===== config.mk =====
export PLATFORM = sky130hd
export DESIGN_NAME = local_bus_cycle_control
export DESIGN_NICKNAME = d
export VERILOG_FILES = /design/src/logic/lbus_pkg.sv /design/src/logic/local_bus_cycle_control.sv /design/src/logic/lbus_term_decode.sv
export SDC_FILE = /design/constraint.sdc
export NUM_CORES = 1
export LEC_CHECK = 0
export ABC_AREA = 1
export BUFFER_PORTS_ARGS = -buffer_cell sky130_fd_sc_hd__buf_2
export CAP_MARGIN = 20
export CORE_MARGIN = 3
export CORE_UTILIZATION = 54
export DETAILED_ROUTE_END_ITERATION = 6
export GPL_TIMING_DRIVEN = 0
export PLACE_DENSITY = 0.8
export SLEW_MARGIN = 15
export SYNTH_ARGS = -nofsm -noshare
export SYNTH_HDL_FRONTEND = slang
export SYNTH_SLANG_ARGS = --single-unit
export TNS_END_PERCENT = 50

===== constraint.sdc =====
create_clock -name mclk -period 3.2 [get_ports mclk]
set_clock_uncertainty 0.15 [all_clocks]
set_input_delay 0.32 -clock mclk [delete_from_list [all_inputs] [get_ports mclk]]
set_output_delay 0.32 -clock mclk [all_outputs]
set_load 0.01 [all_outputs]

===== src/logic/lbus_pkg.sv =====
// Package of constants and carrier types for the local bus cycle control.
package lbus_pkg;

  // ----------------------------------------------------------------------
  // Bus layout
  // ----------------------------------------------------------------------
  localparam int BUS_W        = 32;
  localparam int STATUS_W     = 4;
  localparam int STATUS_LSB   = 0;
  localparam int WADDR_LSB    = 4;
  localparam int WADDR_W      = 28;
  localparam int HALF_W       = 16;
  localparam int LANES        = 4;

  // ----------------------------------------------------------------------
  // Reset values and timing
  // ----------------------------------------------------------------------
  localparam logic [3:0]  CAS_IDLE_N     = 4'h0;
  localparam logic [3:0]  CAS_ALL_N      = 4'hF;
  localparam logic [31:0] BUS_RESET      = 32'h0000_0000;
  localparam int          PHASE1_DIV     = 4;
  localparam int          PH_W           = 2;
  localparam int          BURST_MAX      = 4;

  // Cycle kinds requested by the core.
  typedef enum logic [2:0] {
    CYC_READ    = 3'h0,
    CYC_WRITE   = 3'h1,
    CYC_XFER    = 3'h2,
    CYC_REFRESH = 3'h3,
    CYC_INTERNAL = 3'h4
  } cyc_kind_t;

  // Termination decoded from ready and fault.
  typedef enum logic [1:0] {
    TERM_WAIT  = 2'h0,
    TERM_OK    = 2'h1,
    TERM_FAULT = 2'h2,
    TERM_RETRY = 2'h3
  } term_t;

  // Request from the core.
  typedef struct packed {
    cyc_kind_t   kind;
    logic [27:0] waddr;
    logic [3:0]  status;
    logic [3:0]  byte_en;
    logic [31:0] wdata;
    logic [1:0]  burst_len;
  } cyc_req_t;

  // Answer to the core.
  typedef struct packed {
    logic        done;
    logic        fault;
    logic        retry;
    logic        lost;
    logic [31:0] rdata;
  } cyc_rsp_t;

  // Inputs from memory-decode logic.
  typedef struct packed {
    logic ready;
    logic fault;
    logic burst_ok_n;
    logic half_n;
  } decode_in_t;

endpackage


===== src/logic/local_bus_cycle_control.sv =====
// Local memory bus cycle control: address/status/data mux and strobes.
//
// Functional notes
// - Address and status are valid on the bus across the latch strobe fall.
// - A high fault input with ready high marks the current cycle faulted.
// - Fault with ready low means retry: rerun and re-present the address.
// - In emulation, fault suppresses all column strobes for this cycle.
// - Inbound transceiver enable is active high.
// - Outbound transceiver enable is active low.
// - Address phase: word address on bits 31..4, status on bits 3..0.
// - Data phase uses all 32 lines, bit 0 least significant.
// - Low ready makes the cycle wait.
// - Waiting ends on lost bus priority or a retry request.
// - Wait states are whole phase-one clock periods.
// - Ready extends read, write, transfer and refresh cycles.
// - Ready is ignored on internal cycles.
// - A burst is several column strobes within one row strobe.
// - Half-width low makes transfers 16 bits wide.
// - Half-width selects which data half carries the transfer.
// - In emulation, half-width selects the mapped memory size.
// - In emulation, burst-ok is used for memory mapping.
// - Termination is decoded from ready and fault together.
// - Four column strobes, one per byte lane.
`timescale 1ns/1ps
module local_bus_cycle_control #(
  parameter int PHASE1_DIV = lbus_pkg::PHASE1_DIV
) (
  input  wire logic                  mclk,
  input  wire logic                  rst_n,
  input  wire logic                  req_valid,
  output logic                       req_ready,
  input  wire lbus_pkg::cyc_req_t    req,
  output lbus_pkg::cyc_rsp_t         rsp,
  input  wire logic                  emulation_mode,
  input  wire logic                  bus_priority,
  input  wire lbus_pkg::decode_in_t  dec,
  input  wire logic [31:0]           local_addr_data_bus_in,
  output logic [31:0]                local_addr_data_bus_out,
  output logic                       local_addr_data_bus_oe,
  output logic                       addr_latch_strobe,
  output logic                       xcvr_inbound_en,
  output logic                       xcvr_outbound_en_n,
  output logic                       row_strobe_n,
  output logic [3:0]                 col_strobe_n,
  output logic                       local_clock_phase1,
  output logic                       map_size_half,
  output logic                       map_burst_region
);

  // ----------------------------------------------------------------------
  // Phase-one divider
  // ----------------------------------------------------------------------
  localparam logic [lbus_pkg::PH_W-1:0] PH_LAST =
    lbus_pkg::PH_W'(PHASE1_DIV - 1);
  localparam logic [lbus_pkg::PH_W-1:0] PH_HALF =
    lbus_pkg::PH_W'(PHASE1_DIV / 2);

  logic [lbus_pkg::PH_W-1:0] ph_q;
  logic [lbus_pkg::PH_W-1:0] ph_d;
  logic                      tick;

  // One enable per full phase-one period; every wait is one tick.
  always_comb begin
    tick = (ph_q == PH_LAST);
    ph_d = tick ? '0 : ph_q + 1'b1;
  end

  always_ff @(posedge mclk or negedge rst_n) begin
    if (!rst_n) begin
      ph_q <= '0;
    end else begin
      ph_q <= ph_d;
    end
  end

  // ----------------------------------------------------------------------
  // Helpers
  // ----------------------------------------------------------------------
  // Route a 32-bit word onto the half selected for narrow ports.
  function automatic logic [31:0] place_half(input logic [31:0] w,
                                             input logic        hi);
    place_half = hi ? {w[15:0], 16'h0000} : w;
  endfunction

  // Cycles that honour ready; internal cycles do not.
  function automatic logic waits_on_ready(input lbus_pkg::cyc_kind_t k);
    case (k)
      lbus_pkg::CYC_READ,
      lbus_pkg::CYC_WRITE,
      lbus_pkg::CYC_XFER,
      lbus_pkg::CYC_REFRESH: waits_on_ready = 1'b1;
      default:               waits_on_ready = 1'b0;
    endcase
  endfunction

  // ----------------------------------------------------------------------
  // Cycle state machine
  // ----------------------------------------------------------------------
  typedef enum logic [4:0] {
    ST_IDLE = 5'b00001,
    ST_ADDR = 5'b00010,
    ST_DATA = 5'b00100,
    ST_HALF = 5'b01000,
    ST_DONE = 5'b10000
  } state_t;

  state_t              st_q, st_d;
  lbus_pkg::cyc_req_t  cur_q, cur_d;
  logic [31:0]         rdata_q, rdata_d;
  logic [1:0]          beats_q, beats_d;
  logic                upper_q, upper_d;
  logic                fault_q, fault_d;
  logic                retry_q, retry_d;
  logic                lost_q, lost_d;
  logic                wprot_q, wprot_d;
  lbus_pkg::term_t     term;
  logic                internal;

  assign internal = !waits_on_ready(cur_q.kind);

  lbus_term_decode u_term (
    .ready    (dec.ready),
    .fault    (dec.fault),
    .internal (internal),
    .term     (term)
  );

  // Requests are taken only on a phase boundary, so the address phase always
  // spans a full phase-one period and the latch strobe pulse is never lost.
  assign req_ready = (st_q == ST_IDLE) && tick;

  // Next-state logic; all moves happen on phase-one ticks only.
  always_comb begin
    st_d    = st_q;
    cur_d   = cur_q;
    rdata_d = rdata_q;
    beats_d = beats_q;
    upper_d = upper_q;
    fault_d = fault_q;
    retry_d = retry_q;
    lost_d  = lost_q;
    wprot_d = wprot_q;
    if (st_q == ST_IDLE && req_valid && tick) begin
      cur_d   = req;
      beats_d = req.burst_len;
      upper_d = 1'b0;
      fault_d = 1'b0;
      retry_d = 1'b0;
      lost_d  = 1'b0;
      wprot_d = 1'b0;
      st_d    = ST_ADDR;
    end else if (tick) begin
      case (st_q)
        ST_ADDR: st_d = ST_DATA;
        ST_DATA, ST_HALF: begin
          if (!bus_priority && term == lbus_pkg::TERM_WAIT) begin
            lost_d = 1'b1;
            st_d   = ST_DONE;
          end else begin
            case (term)
              lbus_pkg::TERM_WAIT: st_d = st_q;
              lbus_pkg::TERM_RETRY: begin
                retry_d = 1'b1;
                upper_d = 1'b0;
                st_d    = ST_ADDR;
              end
              lbus_pkg::TERM_FAULT: begin
                fault_d = 1'b1;
                wprot_d = emulation_mode;
                st_d    = ST_DONE;
              end
              default: begin
                if (st_q == ST_HALF) begin
                  rdata_d[31:16] = local_addr_data_bus_in[15:0];
                end else if (!dec.half_n) begin
                  rdata_d = {16'h0000, local_addr_data_bus_in[15:0]};
                end else begin
                  rdata_d = local_addr_data_bus_in;
                end
                if (!dec.half_n && st_q == ST_DATA && internal == 1'b0) begin
                  upper_d = 1'b1;
                  st_d    = ST_HALF;
                end else if (beats_q != 2'd0 && !dec.burst_ok_n &&
                             !emulation_mode) begin
                  beats_d      = beats_q - 2'd1;
                  cur_d.waddr  = cur_q.waddr + 28'd1;
                  upper_d      = 1'b0;
                  st_d         = ST_DATA;
                end else begin
                  st_d = ST_DONE;
                end
              end
            endcase
          end
        end
        ST_DONE: st_d = ST_IDLE;
        default: st_d = ST_IDLE;
      endcase
    end
  end

  always_ff @(posedge mclk or negedge rst_n) begin
    if (!rst_n) begin
      st_q    <= ST_IDLE;
      cur_q   <= '0;
      rdata_q <= lbus_pkg::BUS_RESET;
      beats_q <= '0;
      upper_q <= 1'b0;
      fault_q <= 1'b0;
      retry_q <= 1'b0;
      lost_q  <= 1'b0;
      wprot_q <= 1'b0;
    end else begin
      st_q    <= st_d;
      cur_q   <= cur_d;
      rdata_q <= rdata_d;
      beats_q <= beats_d;
      upper_q <= upper_d;
      fault_q <= fault_d;
      retry_q <= retry_d;
      lost_q  <= lost_d;
      wprot_q <= wprot_d;
    end
  end

  // ----------------------------------------------------------------------
  // Pin outputs, registered
  // ----------------------------------------------------------------------
  logic [31:0] bus_q, bus_d;
  logic        oe_q, oe_d, alt_q, alt_d, in_q, in_d, out_n_q, out_n_d;
  logic        ras_n_q, ras_n_d, ph1_q, ph1_d;
  logic [3:0]  cas_n_q, cas_n_d;
  logic        is_wr;
  logic        internal_d;
  logic        new_beat;

  assign is_wr = (cur_q.kind == lbus_pkg::CYC_WRITE);

  // Strobes for the coming cycle follow the kind being loaded, so a take
  // never shows the previous request's row strobe level.
  assign internal_d = !waits_on_ready(cur_d.kind);

  // A column strobe rises for one cycle between beats; without the gap a
  // burst or second half would look like one long access to memory.
  assign new_beat = tick && (st_q == ST_ADDR || term != lbus_pkg::TERM_WAIT);

  // Strobe the latch high in the address phase and drop it one clock before its end,
  // so the falling edge sees a stable address and status.
  always_comb begin
    bus_d   = bus_q;
    oe_d    = 1'b0;
    alt_d   = 1'b0;
    in_d    = 1'b0;
    out_n_d = 1'b1;
    ras_n_d = 1'b1;
    cas_n_d = lbus_pkg::CAS_ALL_N;
    ph1_d   = (ph_d < PH_HALF);
    case (st_d)
      ST_ADDR: begin
        bus_d = {cur_d.waddr, cur_d.status};
        oe_d  = 1'b1;
        alt_d = (ph_d != PH_LAST);
        ras_n_d = internal_d;
      end
      ST_DATA, ST_HALF: begin
        ras_n_d = internal_d;
        if (!internal_d && !wprot_d && !new_beat) begin
          cas_n_d = ~cur_d.byte_en;
        end
        if (emulation_mode && dec.fault) begin
          cas_n_d = lbus_pkg::CAS_ALL_N;
        end
        if (is_wr) begin
          bus_d   = place_half(cur_d.wdata, st_d == ST_HALF);
          oe_d    = 1'b1;
          out_n_d = 1'b0;
        end else if (!internal_d) begin
          in_d = 1'b1;
        end
      end
      default: begin
        bus_d = bus_q;
      end
    endcase
    if (in_d) begin
      out_n_d = 1'b1;
    end
  end

  always_ff @(posedge mclk or negedge rst_n) begin
    if (!rst_n) begin
      bus_q   <= lbus_pkg::BUS_RESET;
      oe_q    <= 1'b0;
      alt_q   <= 1'b0;
      in_q    <= 1'b0;
      out_n_q <= 1'b1;
      ras_n_q <= 1'b1;
      cas_n_q <= lbus_pkg::CAS_ALL_N;
      ph1_q   <= 1'b0;
    end else begin
      bus_q   <= bus_d;
      oe_q    <= oe_d;
      alt_q   <= alt_d;
      in_q    <= in_d;
      out_n_q <= out_n_d;
      ras_n_q <= ras_n_d;
      cas_n_q <= cas_n_d;
      ph1_q   <= ph1_d;
    end
  end

  assign local_addr_data_bus_out = bus_q;
  assign local_addr_data_bus_oe  = oe_q;
  assign addr_latch_strobe       = alt_q;
  assign xcvr_inbound_en         = in_q;
  assign xcvr_outbound_en_n      = out_n_q;
  assign row_strobe_n            = ras_n_q;
  assign col_strobe_n            = cas_n_q;
  assign local_clock_phase1      = ph1_q;

  // Emulation mapping hints follow the decode inputs directly.
  assign map_size_half    = emulation_mode & ~dec.half_n;
  assign map_burst_region = emulation_mode & ~dec.burst_ok_n;

  // Answer to the core, one cycle in the done state.
  always_comb begin
    rsp.done  = (st_q == ST_DONE) && tick;
    rsp.fault = fault_q;
    rsp.retry = retry_q;
    rsp.lost  = lost_q;
    rsp.rdata = rdata_q;
  end

endmodule // local_bus_cycle_control


===== src/logic/lbus_term_decode.sv =====
// Termination decoder for ready and fault inputs.
`timescale 1ns/1ps
module lbus_term_decode (
  input  wire logic              ready,
  input  wire logic              fault,
  input  wire logic              internal,
  output lbus_pkg::term_t        term
);

  // ----------------------------------------------------------------------
  // Decode
  // ----------------------------------------------------------------------
  // Internal cycles never look at ready, so they always end at once.
  always_comb begin
    if (internal) begin
      term = lbus_pkg::TERM_OK;
    end else begin
      case ({fault, ready})
        2'b00:   term = lbus_pkg::TERM_WAIT;
        2'b01:   term = lbus_pkg::TERM_OK;
        2'b10:   term = lbus_pkg::TERM_RETRY;
        default: term = lbus_pkg::TERM_FAULT;
      endcase
    end
  end

endmodule // lbus_term_decode


==> results.toml <==
[yosys]
synth_simple_gate_area_share_pct = 32.5
async_flop_share_pct = 100
synth.top_cell.area_share_pct = 46.8
ys_seq_area_share_pct = 49.1
yosys_warnings = 0
yosys.area_share.adder_pct = 1.09
synth_compound_area_share_pct = 8.43
yosys_register_bits = 158
netlist_area_sq_um = 8070
yosysMostFrequentCell = "nand2_1"
synth.area.mux_share_pct = 0
netlist_top_cells_count = "363 x nand2_1, 151 x dfrtp_1, 113 x inv_1"
synthTopCellsByArea = "dfrtp_1 47%, nand2_1 17%, o21ai_0 5.4%, nand3_1 5.3%, inv_1 5.3%"
synth-main-ff-cell = "dfrtp_1"
synthDistinctLibCells = 41
syn_area_per_cell_sq_um = 7.61
synth_enable_flop_cells = 0
synth_nets = 1181
synth_top_family_by_area = "simple AND/OR/NAND/NOR gates"
yosysTopAreaCell = "dfrtp_1"
netlist_instances = 1060
synth_xor_area_share_pct = 0.543

[detailed_routing]
ant_nets = 0
first_pass_iters = 6
drt_wl_total_mm = 23.8
drtIter0Drc = 678
viasPerCell = 5.31
num_vias = 7905
drt-wirelength-per-cell_um = 16.0
post-route-drc-count = 0

[clocking]
insertion_delay_ps = 440
clk_pin_slew_worst_paths_ps = 70
cts_buffers = 17
clockRootBuffer = "clkbuf_16"
htreeDepth = 4
cts_sinks = 158
postCtsSetupBuffers = 0
clock_path_buffers = 2
tritoncts = "yes"

[floorplan]
die_height_um = 128
row_count = 44
die_w_um = 128
ios = 195
start_util_pct = 55.3
die-area_sq_um = 16400
coreArea_sq_um = 14600

[sta]
finalMaxSlewViolations = 0
rsz0062_at_grt = "no"
worstMarginPinSlew_ps = 629
fin_crit_ps = 3090
fmax_mhz = 323
hold_viol = 0
holdWs_ps = 11.0
setup_viol = 0
fin_ws_ps = 108
max_slew_margin_pct = 58.1
final.period_utilization_pct = 96.6

[critical_path]
cp_max_fo = 10
critPathRequiredTime_ps = 3430
critPathCaptureType = "register"
r2r_cells = 15
critical_path_arrival_ps = 3320
crit_type = "reg -> reg"
startpoint_type = "register"

[global_routing]
grt_overflow = 0
grt_pass1_vias = 7604
grt_max_degree = 84
grt_antenna_before_repair = 0
grt_pass1_wl_mm = 37.8
track_usage_pct = 29.5

[layout]
fin_util_pct = 68.9
nets = 1412
drive_gt1_share_pct = 23.9
n_antenna_cell = 0
area_growth_pct = 24.6
fin_cells = 1488
fillers = 1258

[place]
dp_hpwl_mm = 17.8
dp.cells = 1438
gp_congestion = 0.928
io_buffers = 193
preCtsSetupSlack_ps = 112

[outcome]
status = "completed"

[hold_path]
hp-class = "in -> reg"
hold_path_depth = 3

[pwr]
max-vdd-ir-drop_mv = 0.539
p_leak_nw = 5.36
power_density_nw_per_um2 = 794

[flow_run]
cap_violations = 0
metal layers:
layer	up-vias	GRT usage, %	routed length (um)
met5	-	0	0
met4	0	11.2	688
met3	52	7.12	2030
met2	372	46.2	11000
met1	3646	39.8	10100
li1	3835	-	-
sequential cells by signal (all words and copies together) (netlist names), named ones only:
name and flops:
row_strobe_n 1, xcvr_inbound_en 1, col_strobe_n 4, fault_q 1, ph_q 2, addr_latch_strobe 1, beats_q 2, wprot_q 1
retry_q 1, st_q 5, local_clock_phase1 1, xcvr_outbound_en_n 1, rdata_q 32, cur_q 69, local_addr_data_bus_oe 1, local_addr_data_bus_out 32
lost_q 1
critical path, stage by stage, from the launching register on:
cell	delay, ps
dfrtp_1	400
ha_1	160
clkbuf_1	370
inv_1	240
a21oi_1	370
nand2_1	100
nand2_1	170
nor2_1	100
nand3_2	130
nand2_4	90
inv_2	160
buf_4	220
nand2_1	120
nand2_1	130
nand2_1	70
nand2_1	60
kinds of logic after synthesis:
family                     Yosys count
and+or+nand+nor                    603
buffers and inverters              163
DFF                                158
AOI/OAI and AO/OA                  124
adders and majority gates            7
xor gates and xnor gates             5
per-stage QoR:
stage          TNS [ps]  area, sq um  power, mW
5_1_grt               0        10100       8.53
3_5_place_dp          0         9300       5.97
2_1_floorplan         0         8070       4.96
6_report              0        10100       7.98
3_3_place_gp    -103640         9270       5.89
4_1_cts               0        10000       7.96
power by group:
group	switching, mW	leakage (nW)	total (mW)	internal [mW]
Sequential	0.419	1.95	3.19	2.77
Clock	0.877	0.272	1.96	1.09
Combinational	1.73	3.14	2.83	1.09
Total	3.03	5.36	7.98	4.95
path summary, 6_finish.rpt:
path / startpoint / endpoint / slack (ps)
max: ph_q[0]$_DFF_PN0_ / local_addr_data_bus_out[31]$_DFFE_PN0P_ / 110
min: local_addr_data_bus_in[11] / rdata_q[11]$_DFFE_PN0P_ / 10
max reg2reg: ph_q[0]$_DFF_PN0_ / local_addr_data_bus_out[31]$_DFFE_PN0P_ / 110
max in group asynchronous: rst_n / st_q[0]$_DFF_PN1_ / 1770
min reg2reg: local_addr_data_bus_out[1]$_DFFE_PN0P_ / local_addr_data_bus_out[1]$_DFFE_PN0P_ / 320
min in group asynchronous: rst_n / cur_q[63]$_DFF_PN0_ / 300
layout make-up:
| class | count | area, sq um | area share (%) |
|---|---|---|---|
| buffer | 46 | 239 | 2.38 |
| sequential | 158 | 3960 | 39.4 |
| multi-input combinational | 739 | 3440 | 34.2 |
| inverter | 117 | 439 | 4.37 |
| tap | 184 | 230 | 2.29 |
| timing repair buffer | 212 | 1180 | 11.8 |
| clock buffer | 18 | 429 | 4.27 |
| clock inverter | 14 | 136 | 1.36 |
what timing repair did:
| action | 4_1_cts | 5_1_grt |
|---|---|---|
| gates resized for setup | 0 | 5 |
| endpoints found under the hold margin | 96 | 0 |
| hold buffers | 18 | 0 |
| setup endpoints to repair | 0 | 32 |
placed cells by master, fill, tap and decap left out, types with 4 or more instances in the layout:
cell           netlist  routed
ha_1                 7       7
nand3_1             86      86
nand2_2              4       5
nor3_1              11      11
dfrtp_1            151     151
nor2_2               4       4
inv_1              113     113
buf_2                8     200
clkbuf_1            24      24
nor2_1              65      65
a21oi_1              8       8
or2_2               35      35
inv_2                4       4
dfstp_2              7       7
buf_4                8       8
and2_1               4       4
dlygate4sd3_1        0      18
clkbuf_16            0      17
nand4_1             19      19
o21ai_0             87      87
nand2_1            363     362
a31oi_1             17      17
No activity file was read; power rests on OpenSTA's default activity.
